`src/pkg/ext_bus_defs.vh`:
```
/*
 * Constants of the external bus small-access packer: request size codes,
 * external transfer size codes, state codes and reset values.
 * Assumes inclusion by bare name from the design files.
 */
`ifndef EXT_BUS_DEFS_VH
`define EXT_BUS_DEFS_VH

// ****************************************
// Request size codes (internal master)
// ****************************************
`define REQ_SZ_1 3'h0
`define REQ_SZ_2 3'h1
`define REQ_SZ_4 3'h2
`define REQ_SZ_8 3'h3
`define REQ_SZ_32 3'h4

// ****************************************
// External transfer size codes
// ****************************************
`define TSZ_BYTE 2'h1
`define TSZ_HALF 2'h2
`define TSZ_WORD 2'h0

// ****************************************
// Burst geometry
// ****************************************
`define BURST_WORDS_8 5'h08
`define BURST_WORDS_4 5'h04
`define BURST2_ADD 5'h10
`define DBM_BURST_BEATS 5'h02
`define GAP_BYTES 6'h08

// ****************************************
// Sequencer states, one-hot
// ****************************************
`define ST_IDLE 4'h1
`define ST_START 4'h2
`define ST_BEAT 4'h4
`define ST_GAP 4'h8

// ****************************************
// Reset values
// ****************************************
`define RST_WORD 32'h0
`define RST_RNW 1'h1

`endif

```
`src/rtl/ext_bus_small_access_packer.v`:
```
/*
 * Request splitting and byte-lane packing of the external bus unit, with
 * the write-data FIFO that feeds it.
 * Assumes one clock mclk; pins from outside are synchronised here; the
 * transfer acknowledge pin is high for one mclk cycle per beat.
 */
// Operation
// - Split a request into several transactions when it exceeds port or burst length.
// - Whole split sequence is atomic; bus busy and grant hold stay set throughout.
// - Non-burst: 8B/32-bit two, 8B/16-bit four, 32B/16-bit sixteen single beats.
// - 32 bytes to non-burstable 32-bit destination are eight single 32-bit beats.
// - 4-word burst bank: 32-byte read is two back-to-back 16-byte bursts.
// - 4 bytes non-chip-select on 16-bit port: two accesses, or one 2-beat burst.
// - No dead cycles between split transfers except external-ack writes larger than 64 bits.
// - External-ack split writes hold read_not_write; one gap at 64-bit boundaries.
// - 32-byte single-beat external-ack write gets the gap after accesses 2, 4 and 6 on a 32-bit port, 4, 8 and 12 on a 16-bit port.
// - Second burst address: low 5 bits plus 0x10, no carry, low 4 bits cleared.
// - Internal sizes 1,2,4,8,32; external 1,2,4; others undefined, no error.
// - Natural alignment for halfword and word, 8-byte alignment for 8- and 32-byte requests; bytes any address.
// - Misaligned internal request gets internal error, no external access, no error ack.
// - Misaligned external master access ends with transfer_error_ack, not forwarded.
// - 32-bit port uses lanes 0-31, 16-bit port lanes 0-15, always.
// - Size codes 01 byte, 10 halfword, 00 word; read lanes chosen by address.
// - 32-bit port writes replicate bytes onto upper lanes as tabulated.
// - Word to 16-bit port: two transactions, most significant half first.
// - In 16-bit data bus mode every transfer uses the 16-bit lane mapping.
`timescale 1ns/1ps
`include "ext_bus_defs.vh"

// ****************************************
// Write data FIFO
// ****************************************
module data_fifo #(
	parameter WIDTH = 32,
	parameter DEPTH = 32,
	parameter AW = 5
) (
	input wire mclk,
	input wire resetn,
	input wire inValid,
	output reg inReady,
	input wire [WIDTH-1:0] inData,
	output wire outValid,
	input wire outReady,
	output wire [WIDTH-1:0] outData
);
	reg [WIDTH-1:0] mem [0:DEPTH-1];
	reg [AW-1:0] wrPtr;
	reg [AW-1:0] rdPtr;
	reg [AW:0] count;
	wire push = inValid & inReady;
	wire pop = outValid & outReady;
	wire [AW:0] next_count = count + {{AW{1'b0}}, push} - {{AW{1'b0}}, pop};

	assign outValid = (count != {(AW+1){1'b0}});
	assign outData = mem[rdPtr];

	always @(posedge mclk) begin
		if (push)
			mem[wrPtr] <= inData;
	end

	always @(posedge mclk or negedge resetn) begin
		if (!resetn) begin
			wrPtr <= {AW{1'b0}};
			rdPtr <= {AW{1'b0}};
			count <= {(AW+1){1'b0}};
			inReady <= 1'b1;
		end else begin
			if (push)
				wrPtr <= wrPtr + 1'b1;
			if (pop)
				rdPtr <= rdPtr + 1'b1;
			count <= next_count;
			// Ready drops as soon as the last slot fills, so the source stalls
			inReady <= (next_count != DEPTH[AW:0]);
		end
	end
endmodule

// ****************************************
// Sequencer and lane packing
// ****************************************
module ext_bus_small_access_packer #(
	parameter FIFO_DEPTH = 32,
	parameter FIFO_AW = 5
) (
	input wire mclk,
	input wire resetn,
	input wire reqValid,
	output reg reqReady,
	input wire [31:0] reqAddr,
	input wire [2:0] reqSize,
	input wire reqWrite,
	input wire reqChipSelect,
	input wire reqExtAck,
	output reg reqError,
	input wire wrValid,
	output wire wrReady,
	input wire [31:0] wrData,
	output reg rdValid,
	output reg [31:0] rdData,
	input wire burst_inhibit,
	input wire burst_length_sel,
	input wire port_width_sel,
	input wire data_bus_width_mode,
	output reg transfer_start,
	output reg [31:0] xferAddr,
	output reg [1:0] transfer_size_code,
	output reg read_not_write,
	output reg burstXfer,
	input wire transfer_ack,
	input wire [31:0] dataIn,
	output reg [31:0] dataOut,
	output reg [3:0] dataOutEn,
	output reg bus_busy,
	output reg grantHold,
	input wire extReqValid,
	input wire [1:0] extAddrLow,
	input wire [1:0] extSizeCode,
	output reg transfer_error_ack,
	output reg extForward
);
	// ****************************************
	// Pin synchronisers
	// ****************************************
	reg [37:0] syncA;
	reg [37:0] syncB;
	reg extSeen;
	wire [31:0] din = syncB[31:0];
	wire ackS = syncB[32];
	wire [1:0] extSzS = syncB[34:33];
	wire [1:0] extAdS = syncB[36:35];
	wire extValS = syncB[37];
	wire extMis = (extSzS == `TSZ_HALF && extAdS[0]) ||
		(extSzS == `TSZ_WORD && extAdS != 2'h0);

	// ****************************************
	// Request decode
	// ****************************************
	reg [5:0] reqBytes;
	always @* begin
		case (reqSize)
			`REQ_SZ_1: reqBytes = 6'h01;
			`REQ_SZ_2: reqBytes = 6'h02;
			`REQ_SZ_4: reqBytes = 6'h04;
			`REQ_SZ_8: reqBytes = 6'h08;
			default: reqBytes = 6'h20;
		endcase
	end
	wire w16Req = port_width_sel | data_bus_width_mode;
	wire [5:0] portBytes = w16Req ? 6'h02 : 6'h04;
	wire csBurst = reqChipSelect & ~burst_inhibit & (reqBytes == 6'h20);
	wire dbmBurst = ~reqChipSelect & data_bus_width_mode & (reqBytes == 6'h04);
	wire reqMis = (reqBytes == 6'h02 && reqAddr[0]) ||
		(reqBytes == 6'h04 && reqAddr[1:0] != 2'h0) ||
		(reqBytes > 6'h04 && reqAddr[2:0] != 3'h0);
	wire [5:0] singleCount = w16Req ? {1'b0, reqBytes[5:1]} : {2'h0, reqBytes[5:2]};

	// ****************************************
	// Sequencer state
	// ****************************************
	reg [3:0] state;
	reg [31:0] curAddr;
	reg [31:0] dataAddr;
	reg [31:0] wordBuf;
	reg [15:0] rdHi;
	reg [5:0] bytes;
	reg [5:0] xferLeft;
	reg [4:0] beatsPer;
	reg [4:0] beatLeft;
	reg [1:0] xsize;
	reg w16;
	reg isWrite;
	reg extAck;
	reg isBurst;
	reg first;

	wire [31:0] unit = w16 ? 32'h2 : 32'h4;
	wire [31:0] nextData = dataAddr + unit;
	wire needWord = first | ~w16 | ~dataAddr[1];
	wire fifoValid;
	wire [31:0] fifoData;
	wire startGo = (state == `ST_START) && !(isWrite && needWord && !fifoValid);
	wire fifoPop = startGo & isWrite & needWord;
	wire [31:0] useWord = fifoPop ? fifoData : wordBuf;
	wire [4:0] lowSum = curAddr[4:0] + `BURST2_ADD;
	wire [31:0] burst2Addr = {curAddr[31:5], lowSum[4], 4'h0};
	wire [15:0] din16 = din[31:16];
	wire lastBeat = (beatLeft == 5'h01);
	wire lastXfer = (xferLeft == 6'h01);
	wire gapNeeded = isWrite & extAck & (bytes > `GAP_BYTES) & (nextData[2:0] == 3'h0);

	// Lane steering for writes: {enables, lanes}, lane 0 is bits 31:24
	function [35:0] steer;
		input [31:0] w;
		input [1:0] k;
		input w16f;
		input [1:0] code;
		reg [7:0] b;
		reg [15:0] h;
		begin
			case (k)
				2'h0: b = w[31:24];
				2'h1: b = w[23:16];
				2'h2: b = w[15:8];
				default: b = w[7:0];
			endcase
			h = k[1] ? w[15:0] : w[31:16];
			if (w16f) begin
				if (code == `TSZ_BYTE)
					steer = {(k[0] ? 4'h4 : 4'h8), b, b, 16'h0};
				else
					steer = {4'hc, h, 16'h0};
			end else if (code == `TSZ_BYTE) begin
				steer = {1'b1, k[0], k == 2'h2, k == 2'h3, b, b, b, b};
			end else if (code == `TSZ_HALF) begin
				steer = k[1] ? {4'hf, h, h} : {4'hc, h, 16'h0};
			end else begin
				steer = {4'hf, w};
			end
		end
	endfunction

	wire [35:0] lanesNow = steer(useWord, dataAddr[1:0], w16, xsize);
	wire [35:0] lanesNext = steer(wordBuf, nextData[1:0], w16, xsize);

	data_fifo #(
		.WIDTH(32),
		.DEPTH(FIFO_DEPTH),
		.AW(FIFO_AW)
	) wrFifo (
		.mclk(mclk),
		.resetn(resetn),
		.inValid(wrValid),
		.inReady(wrReady),
		.inData(wrData),
		.outValid(fifoValid),
		.outReady(fifoPop),
		.outData(fifoData)
	);

	// ****************************************
	// Synchronisers and external master check
	// ****************************************
	always @(posedge mclk or negedge resetn) begin
		if (!resetn) begin
			syncA <= 38'h0;
			syncB <= 38'h0;
			extSeen <= 1'b0;
			transfer_error_ack <= 1'b0;
			extForward <= 1'b0;
		end else begin
			syncA <= {extReqValid, extAddrLow, extSizeCode, transfer_ack, dataIn};
			syncB <= syncA;
			extSeen <= extValS;
			// Misaligned external access is ended here and never reaches the inside
			transfer_error_ack <= extValS & ~extSeen & extMis;
			extForward <= extValS & ~extSeen & ~extMis;
		end
	end

	// ****************************************
	// Main sequencer
	// ****************************************
	always @(posedge mclk or negedge resetn) begin
		if (!resetn) begin
			state <= `ST_IDLE;
			reqReady <= 1'b0;
			reqError <= 1'b0;
			rdValid <= 1'b0;
			rdData <= `RST_WORD;
			transfer_start <= 1'b0;
			xferAddr <= `RST_WORD;
			transfer_size_code <= `TSZ_WORD;
			read_not_write <= `RST_RNW;
			burstXfer <= 1'b0;
			dataOut <= `RST_WORD;
			dataOutEn <= 4'h0;
			bus_busy <= 1'b0;
			grantHold <= 1'b0;
			curAddr <= `RST_WORD;
			dataAddr <= `RST_WORD;
			wordBuf <= `RST_WORD;
			rdHi <= 16'h0;
			bytes <= 6'h0;
			xferLeft <= 6'h0;
			beatsPer <= 5'h0;
			beatLeft <= 5'h0;
			xsize <= `TSZ_WORD;
			w16 <= 1'b0;
			isWrite <= 1'b0;
			extAck <= 1'b0;
			isBurst <= 1'b0;
			first <= 1'b0;
		end else begin
			reqError <= 1'b0;
			rdValid <= 1'b0;
			transfer_start <= 1'b0;
			case (state)
				`ST_IDLE: begin
					reqReady <= 1'b1;
					if (reqValid && reqReady) begin
						reqReady <= 1'b0;
						if (reqMis) begin
							// Error stays internal: no start, no error ack
							reqError <= 1'b1;
						end else begin
							curAddr <= reqAddr;
							dataAddr <= reqAddr;
							bytes <= reqBytes;
							w16 <= w16Req;
							isWrite <= reqWrite;
							extAck <= reqExtAck;
							first <= 1'b1;
							if (csBurst) begin
								isBurst <= 1'b1;
								xferLeft <= burst_length_sel ? 6'h02 : 6'h01;
								beatsPer <= (burst_length_sel ? `BURST_WORDS_4 : `BURST_WORDS_8)
									<< w16Req;
								xsize <= w16Req ? `TSZ_HALF : `TSZ_WORD;
							end else if (dbmBurst) begin
								isBurst <= 1'b1;
								xferLeft <= 6'h01;
								beatsPer <= `DBM_BURST_BEATS;
								xsize <= `TSZ_HALF;
							end else begin
								isBurst <= 1'b0;
								// Single transaction when it fits the port
								xferLeft <= (reqBytes > portBytes) ? singleCount : 6'h01;
								beatsPer <= 5'h01;
								if (reqBytes >= portBytes)
									xsize <= w16Req ? `TSZ_HALF : `TSZ_WORD;
								else if (reqBytes == 6'h02)
									xsize <= `TSZ_HALF;
								else
									xsize <= `TSZ_BYTE;
							end
							bus_busy <= 1'b1;
							grantHold <= 1'b1;
							state <= `ST_START;
						end
					end
				end
				`ST_START: begin
					read_not_write <= ~isWrite;
					if (startGo) begin
						transfer_start <= 1'b1;
						xferAddr <= curAddr;
						transfer_size_code <= xsize;
						burstXfer <= isBurst;
						beatLeft <= beatsPer;
						first <= 1'b0;
						if (isWrite) begin
							wordBuf <= useWord;
							dataOutEn <= lanesNow[35:32];
							dataOut <= lanesNow[31:0];
						end
						state <= `ST_BEAT;
					end
				end
				`ST_BEAT: begin
					if (ackS) begin
						beatLeft <= beatLeft - 5'h01;
						dataAddr <= nextData;
						if (!isWrite) begin
							// Read lanes follow the address of the beat
							if (!w16) begin
								rdValid <= 1'b1;
								rdData <= din;
							end else if (bytes <= 6'h02) begin
								rdValid <= 1'b1;
								rdData <= dataAddr[1] ? {16'h0, din16} : {din16, 16'h0};
							end else if (!dataAddr[1]) begin
								rdHi <= din16;
							end else begin
								rdValid <= 1'b1;
								rdData <= {rdHi, din16};
							end
						end
						if (lastBeat) begin
							xferLeft <= xferLeft - 6'h01;
							curAddr <= isBurst ? burst2Addr : curAddr + unit;
							if (lastXfer) begin
								dataOutEn <= 4'h0;
								read_not_write <= `RST_RNW;
								bus_busy <= 1'b0;
								grantHold <= 1'b0;
								state <= `ST_IDLE;
							end else if (gapNeeded) begin
								// Gap before the next 64 bits; their write data is popped at each following start that needs a new word
								state <= `ST_GAP;
							end else begin
								// Straight to the next start, no added dead cycle
								state <= `ST_START;
							end
						end else if (isWrite) begin
							dataOutEn <= lanesNext[35:32];
							dataOut <= lanesNext[31:0];
						end
					end
				end
				`ST_GAP: begin
					// Read_not_write is up for this one extra cycle only
					read_not_write <= 1'b1;
					state <= `ST_START;
				end
				default: begin
					state <= `ST_IDLE;
				end
			endcase
		end
	end
endmodule

```
`config.mk`:
```
export PLATFORM = sky130hd
export DESIGN_NAME = ext_bus_small_access_packer
export DESIGN_NICKNAME = d
export VERILOG_FILES = /design/src/rtl/ext_bus_small_access_packer.v
export VERILOG_INCLUDE_DIRS = /design/src /design/src/pkg
export SDC_FILE = /design/constraint.sdc
export NUM_CORES = 2
export LEC_CHECK = 0
export BUFFER_PORTS_ARGS = -buffer_cell sky130_fd_sc_hd__buf_2
export CAP_MARGIN = 10
export CORE_AREA = 2 2 317 319
export CTS_BUF_LIST = sky130_fd_sc_hd__clkbuf_16
export CTS_CLUSTER_DIAMETER = 150
export CTS_CLUSTER_SIZE = 14
export DETAILED_ROUTE_END_ITERATION = 10
export DIE_AREA = 0 0 319 321
export PLACE_DENSITY = 0.78
export SYNTH_ARGS = -nofsm -noshare
export SYNTH_HDL_FRONTEND = slang
export SYNTH_SLANG_ARGS = --single-unit
```
`constraint.sdc`:
```
create_clock -name mclk -period 4.5 [get_ports mclk]
set_input_delay 0.45 -clock mclk [delete_from_list [all_inputs] [get_ports mclk]]
set_output_delay 0.45 -clock mclk [all_outputs]
set_load 0.05 [all_outputs]
```
Word-level counts from Yosys, hierarchy flattened --
Memories as Yosys holds them, arrays and structs flattened. Index checks and enable logic that the tools add are counted.
Word-level totals: memories kept 1, output and inout port bits 113, bits of input ports 116, register bits after elaboration 350, bits in writable memories 1024
Cells by class: reduce and logical (&&, ||, !) cells 42, $lt $le $gt $ge 5, shifts and indexed selects 1, $add $sub $neg 9, mux-type cells 102, bitwise logic cells 26, equal/unequal tests 35
Memories:
- wrFifo.mem | words 32, width 32, rd ports 1, clocked after Yosys merged registers in 0, wr ports 1, RTL line ext_bus_small_access_packer.v:47 | reg [WIDTH-1:0] mem [0:DEPTH-1];
Operators by type and width (count):
- 32-bit 2-to-1 mux | 16
- 32-bit case mux with 2 select lines | 3
- 36-bit 2-to-1 mux | 4
- 34-bit 2-to-1 mux | 4
- 35-bit 2-to-1 mux | 2
- 32-bit by 3-bit adder with 32-bit output | 2
- 4-bit 2-to-1 mux | 16
- 8-bit case mux with 3 select lines | 2
- 5-bit 2-to-1 mux | 7
- 16-bit 2-to-1 mux | 2
- 6-bit AND reduction | 5
- 1-bit 2-to-1 mux | 25
- 6-bit 2-to-1 mux | 4
- 6-bit case mux with 4 select lines | 1
- 2-bit != test, second input constant | 10
- 4-bit case mux with 4 select lines | 1
- 4-bit AND reduction | 4
- 1-bit bitwise AND | 14
- 2-bit 2-to-1 mux | 7
- 2-bit equality test, second input constant | 6
- 6-bit case mux with 2 select lines | 1
- 5-bit by 1-bit adder with 5-bit output, second input constant | 2
- 5-bit case mux with 2 select lines | 1
- 5-bit AND reduction | 2
- 42 further kinds | 79

Depth between registers and ports, before layout --
depth in word-level cells 18, gate-level depth with buffers 18, gate-level depth less buffers 15

Modules after synthesis --
From an unflattened synthesis, not the netlist that was laid out.
Second synthesis, totals: cells, all modules 3217, area total of the unflattened synthesis 53841.6 um^2
Modules (own cells, without submodules):
- data_fifo | cells an instance 1800, area each 39785.7 um^2, seq. area each 31176.2 um^2, instances 1
- ext_bus_small_access_packer | cells an instance 1417, area each 14056.0 um^2, seq. area each 7584.8 um^2, instances 1

Least setup slack after synthesis --
No wires, ideal clock.
path type reg-to-reg, start point reg wrFifo.inReady, end point mem wrFifo.mem[31][0] (enable), arrival 2.787 ns, cell stages (with the launch flop) 6, setup time 0.421 ns, path slack 1.292 ns, data required time 4.079 ns, buffers on the path 2, clock period less this slack 3.208 ns, path through dfstp_2 -> and2_1 -> clkbuf_1 -> nand2_1 -> clkbuf_1 -> nor2_1
On the way: cells in the longest elaborated chain, start to end 3
RTL lines:
- start: declaration | RTL line ext_bus_small_access_packer.v:41 | output reg inReady,
- start signal: assignment | RTL line ext_bus_small_access_packer.v:76 | inReady <= (next_count != DEPTH[AW:0]);
- 1-bit bitwise AND | RTL line ext_bus_small_access_packer.v:51 | wire push = inValid & inReady;
- net wrFifo.push | RTL line ext_bus_small_access_packer.v:51
- 1-bit 2-to-1 mux | RTL line ext_bus_small_access_packer.v:59 | if (push)
- 1-bit 2-to-1 mux (not written as such) | RTL line ext_bus_small_access_packer.v:60 | mem[wrPtr] <= inData;
- end: declaration | RTL line ext_bus_small_access_packer.v:47
The timed path passes the listed nets, and every way through them passes these cells.

Worst setup path in the final report --
start point reg wrFifo.rdPtr[3], end point reg dataOut[5]
On the way: cells in the longest elaborated chain, start to end 10, elaborated cells on any way between the ends 11, those cells by class 10 x mux; 1 x memory
RTL lines:
- start: declaration | RTL line ext_bus_small_access_packer.v:49 | reg [AW-1:0] rdPtr;
- start signal: assignment | RTL line ext_bus_small_access_packer.v:66 | rdPtr <= {AW{1'b0}};
- start signal: assignment | RTL line ext_bus_small_access_packer.v:73 | rdPtr <= rdPtr + 1'b1;
- memory 32 x 32 bit (*)
- 32-bit 2-to-1 mux (*) | RTL line ext_bus_small_access_packer.v:186 | wire [31:0] useWord = fifoPop ? fifoData : wordBuf;
- 16-bit 2-to-1 mux | RTL line ext_bus_small_access_packer.v:209 | h = k[1] ? w[15:0] : w[31:16];
- 34-bit 2-to-1 mux | RTL line ext_bus_small_access_packer.v:218 | steer = k[1] ? {4'hf, h, h} : {4'hc, h, 16'h0};
- 34-bit 2-to-1 mux | RTL line ext_bus_small_access_packer.v:217 | end else if (code == `TSZ_HALF) begin
- 35-bit 2-to-1 mux (*) | RTL line ext_bus_small_access_packer.v:215 | end else if (code == `TSZ_BYTE) begin
- 36-bit 2-to-1 mux (*) | RTL line ext_bus_small_access_packer.v:210 | if (w16f) begin
- 32-bit 2-to-1 mux (*) | RTL line ext_bus_small_access_packer.v:354 | if (isWrite) begin
- 32-bit 2-to-1 mux (*) | RTL line ext_bus_small_access_packer.v:347 | if (startGo) begin
- 32-bit case mux with 2 select lines (*) | RTL line ext_bus_small_access_packer.v:300 | case (state)
- end signal: assignment | RTL line ext_bus_small_access_packer.v:278 | dataOut <= `RST_WORD;
- end signal: assignment | RTL line ext_bus_small_access_packer.v:357 | dataOut <= lanesNow[31:0];
- end signal: assignment | RTL line ext_bus_small_access_packer.v:399 | dataOut <= lanesNext[31:0];
- end: declaration | RTL line ext_bus_small_access_packer.v:114 | output reg [31:0] dataOut,
Mark *: on every way between the ends. The rest lies on a longest branch, timed or not. The select of a mux whose other input is x is not followed. A chain may end at the register's enable or synchronous reset.

==> impl_metrics.py <==
metrics = {
    "outcome": {
        "status": "completed",
    },
    "finish": {
        "fillers": 7004,
        "nets": 3784,
        "drive_gt1_share_pct": 20.6,
        "layout_common_cells": "1024 x edfxtp_1, 313 x dfrtp_1, 265 x nand2_1, 227 x buf_2, 195 x a21oi_1",
        "final_util_pct": 61.0,
        "finalNonFillerCells": 5006,
        "final_common_cell": "edfxtp_1",
        "area_growth_pct": 12.3,
    },
    "detailed_routing": {
        "drc_errors": 0,
        "wl_per_cell_microns": 29.9,
        "drtIter0Drc": 4844,
        "final_antenna_net_count": 0,
        "vias": 33300,
        "drt-pass1-iter-count": 7,
        "routed_wl_microns": 150000,
        "viasPerCell": 6.65,
    },
    "grt": {
        "grt_overflow": 0,
        "first_global_vias": 32300,
        "grt_pass1_wl_microns": 218000,
        "grt.total_usage_pct": 29.1,
        "antenna_found_initial": 7,
        "grt_max_degree": 101,
    },
    "sta": {
        "min_period_ns": 3.77,
        "tightest_slew_ns": 1.11,
        "setup_violations": 0,
        "fin_crit_sh_pct": 83.8,
        "max_freq_mhz": 265,
        "final.setup.tns_ns": 0,
        "hold_viol": 0,
        "skew_ns": 0.0439,
        "finalMaxSlewViolations": 0,
        "timing.hold.ws_ns": 0.0427,
        "maxSlewHeadroom_pct": 26.2,
        "rsz0062_at_grt": "no",
    },
    "logic_synthesis": {
        "synth_cell_types": 99,
        "syn-cell-area_sq_um": 53900,
        "syn-num-nets": 3454,
        "syn-mean-instance-area_sq_um": 16.3,
        "synth_edf_count": 1024,
        "seq_area_frac_synth_pct": 71.9,
        "ys_async_sr_fraction_pct": 23.8,
        "yosysWarnings": 0,
        "syn-instance-count": 3311,
        "ys_ff_latch": 1344,
        "ys.flop_type": "edfxtp_1",
    },
    "floorplan": {
        "io_pins": 229,
        "initial_utilization_pct": 54.3,
        "die_w_microns": 319,
        "dieArea_sq_um": 102000,
        "core_sq_um": 99300,
        "chipHeight_microns": 321,
        "rows": 116,
    },
    "clocking": {
        "post-cts-setup-buffers": 0,
        "clk_pin_slew_ns": 0.07,
        "cts.htree.levels": 3,
        "cts_tree": "yes",
        "clock_sinks": 1344,
        "cts_root_buffer": "clkbuf_16",
        "clk_latency_ns": 0.71,
        "cts_made_buffers": 105,
        "cts_max_path_buffers": 3,
        "cts_resized": 0,
        "postCtsHoldBufs": 57,
    },
    "pwr": {
        "power_density_nw_per_um2": 608,
        "peakVddDrop_uv": 510,
        "p_leak_nw": 21.6,
        "total_power_mw": 36.8,
    },
    "worst_setup_path": {
        "cp.buffers_inverters": 1,
        "crit_type": "reg2reg",
        "cp_slowest_cell": "nor2b_1",
        "crit_path_end_kind": "register",
        "start_kind": "register",
        "timing.rr.end": "dataOut[5]",
        "crit_cells": 9,
        "critPathTopFamily": "simple AND/OR/NAND/NOR gates",
        "cp.required_ns": 5.14,
        "reg2reg_depth": 9,
        "cpPeakStageDelay_ns": 0.79,
        "cp_max_fo": 32,
        "cp_cell_sequence": "buf_12 -> nor2b_1 -> o2bb2ai_1 -> nor2_1 -> a21oi_1 -> o221ai_1 -> or4_4 -> a211oi_1 -> a21o_1",
        "rrSetupSlack_ns": 0.73,
        "worstPathArrival_ns": 4.42,
        "reg2reg_from": "wrFifo.rdPtr[3]",
    },
    "placement": {
        "gp_congestion": 0.946,
        "hpwl_microns": 92100,
        "portBuffers": 228,
        "dp_cells": 4775,
    },
    "hold_path": {
        "min_path_cells": 3,
        "hold_path_end": "curAddr[18]",
        "hold_path.class": "in2reg",
        "hp-start": "reqAddr[18]",
    },
    "job": {
        "cap_viol_max_count": 0,
    },
}
[synth_stat cells, types with 42 or more instances]
library cell  number  area [sq um]
a21oi_1          195           976
a22oi_1           83           623
nand3_1           42           210
clkbuf_1          77           289
mux2_2            49           552
mux2i_1          178          1780
nand2_1          265           995
edfxtp_1        1024         30700
dfrtp_1          317          7930
mux4_2           159          3580
o22ai_1           61           382
nor2_1           173           649
o21ai_0           90           450
nor3_1            44           220
[metal layers]
metal / up-vias / GRT usage [%] / wire, microns
li1: 13600 / - / -
met1: 16700 / 39.4 / 55000
met2: 2506 / 45.0 / 68500
met3: 480 / 7.77 / 18800
met4: 6 / 12.5 / 7450
met5: - / 0 / 44
[kinds of logic (layout without fill, tap and decap cells)]
kind of cell | Yosys count | after routing | synth area share [%]
AND/OR/NAND/NOR | 656 | 656 | 5.78
buffers and inverters | 229 | 624 | 2.37
other | 0 | 2 | 0
XOR/XNOR | 17 | 17 | 0.276
multiplexers | 390 | 390 | 11.2
flip-flops | 1344 | 1344 | 71.9
adder cells (fa/ha/maj) | 27 | 27 | 0.654
AO/OA/AOI/OAI | 648 | 648 | 7.90
[worst max path at each step]
| stage | start | end | slack (ns) |
|---|---|---|---|
| after CTS | wrFifo.rdPtr[3] | dataOut[5] | 0.89 |
| after global placement | wrFifo.rdPtr[3] | dataOut[13] | 1.05 |
| after floorplan | wrFifo.inReady | wrFifo.mem[31][0] | 1.29 |
| after detailed placement | wrFifo.rdPtr[3] | dataOut[5] | 0.95 |
| after global routing | wrFifo.rdPtr[2] | dataOut[2] | 0.78 |
| final | wrFifo.rdPtr[3] | dataOut[5] | 0.73 |
[registers in the layout, indices dropped and copies added, names as in the netlist, 6 cells and up]
| name | flops |
|---|---|
| wrFifo.mem | 1024 |
| syncA | 38 |
| syncB | 38 |
| curAddr | 32 |
| dataOut | 32 |
| rdData | 32 |
| wordBuf | 32 |
| xferAddr | 32 |
| rdHi | 16 |
| wrFifo.count | 6 |
| xferLeft | 6 |
[per-stage QoR]
stage               area [sq um]  worst slack [ns]
floorplan                  53900              1.29
global placement           57000              1.05
detailed placement         57000             0.948
CTS                        60600             0.893
global route               60600             0.782
finish                     60600             0.728
[tightest hold or removal path, stage by stage]
cell     delay [ns]
buf_2          0.08
a21oi_1        0.05
o21ai_0        0.13
[final cells by class]
type | count | area [sq um] | share of cell area (%)
inverter | 44 | 165 | 0.273
antenna | 2 | 5.00 | 0.00826
timing repair buffer | 408 | 2820 | 4.66
clock inverter | 66 | 343 | 0.566
clock buffer | 106 | 2650 | 4.38
tap | 1298 | 1620 | 2.68
sequential | 1344 | 38800 | 64.0
multi-input combinational | 1738 | 14200 | 23.4
[power breakdown]
group	switching, mW	internal [mW]
sequential	1.26	14.9
combinational	7.93	4.23
clock	4.23	4.25
No activity file was read; power rests on OpenSTA's default activity.
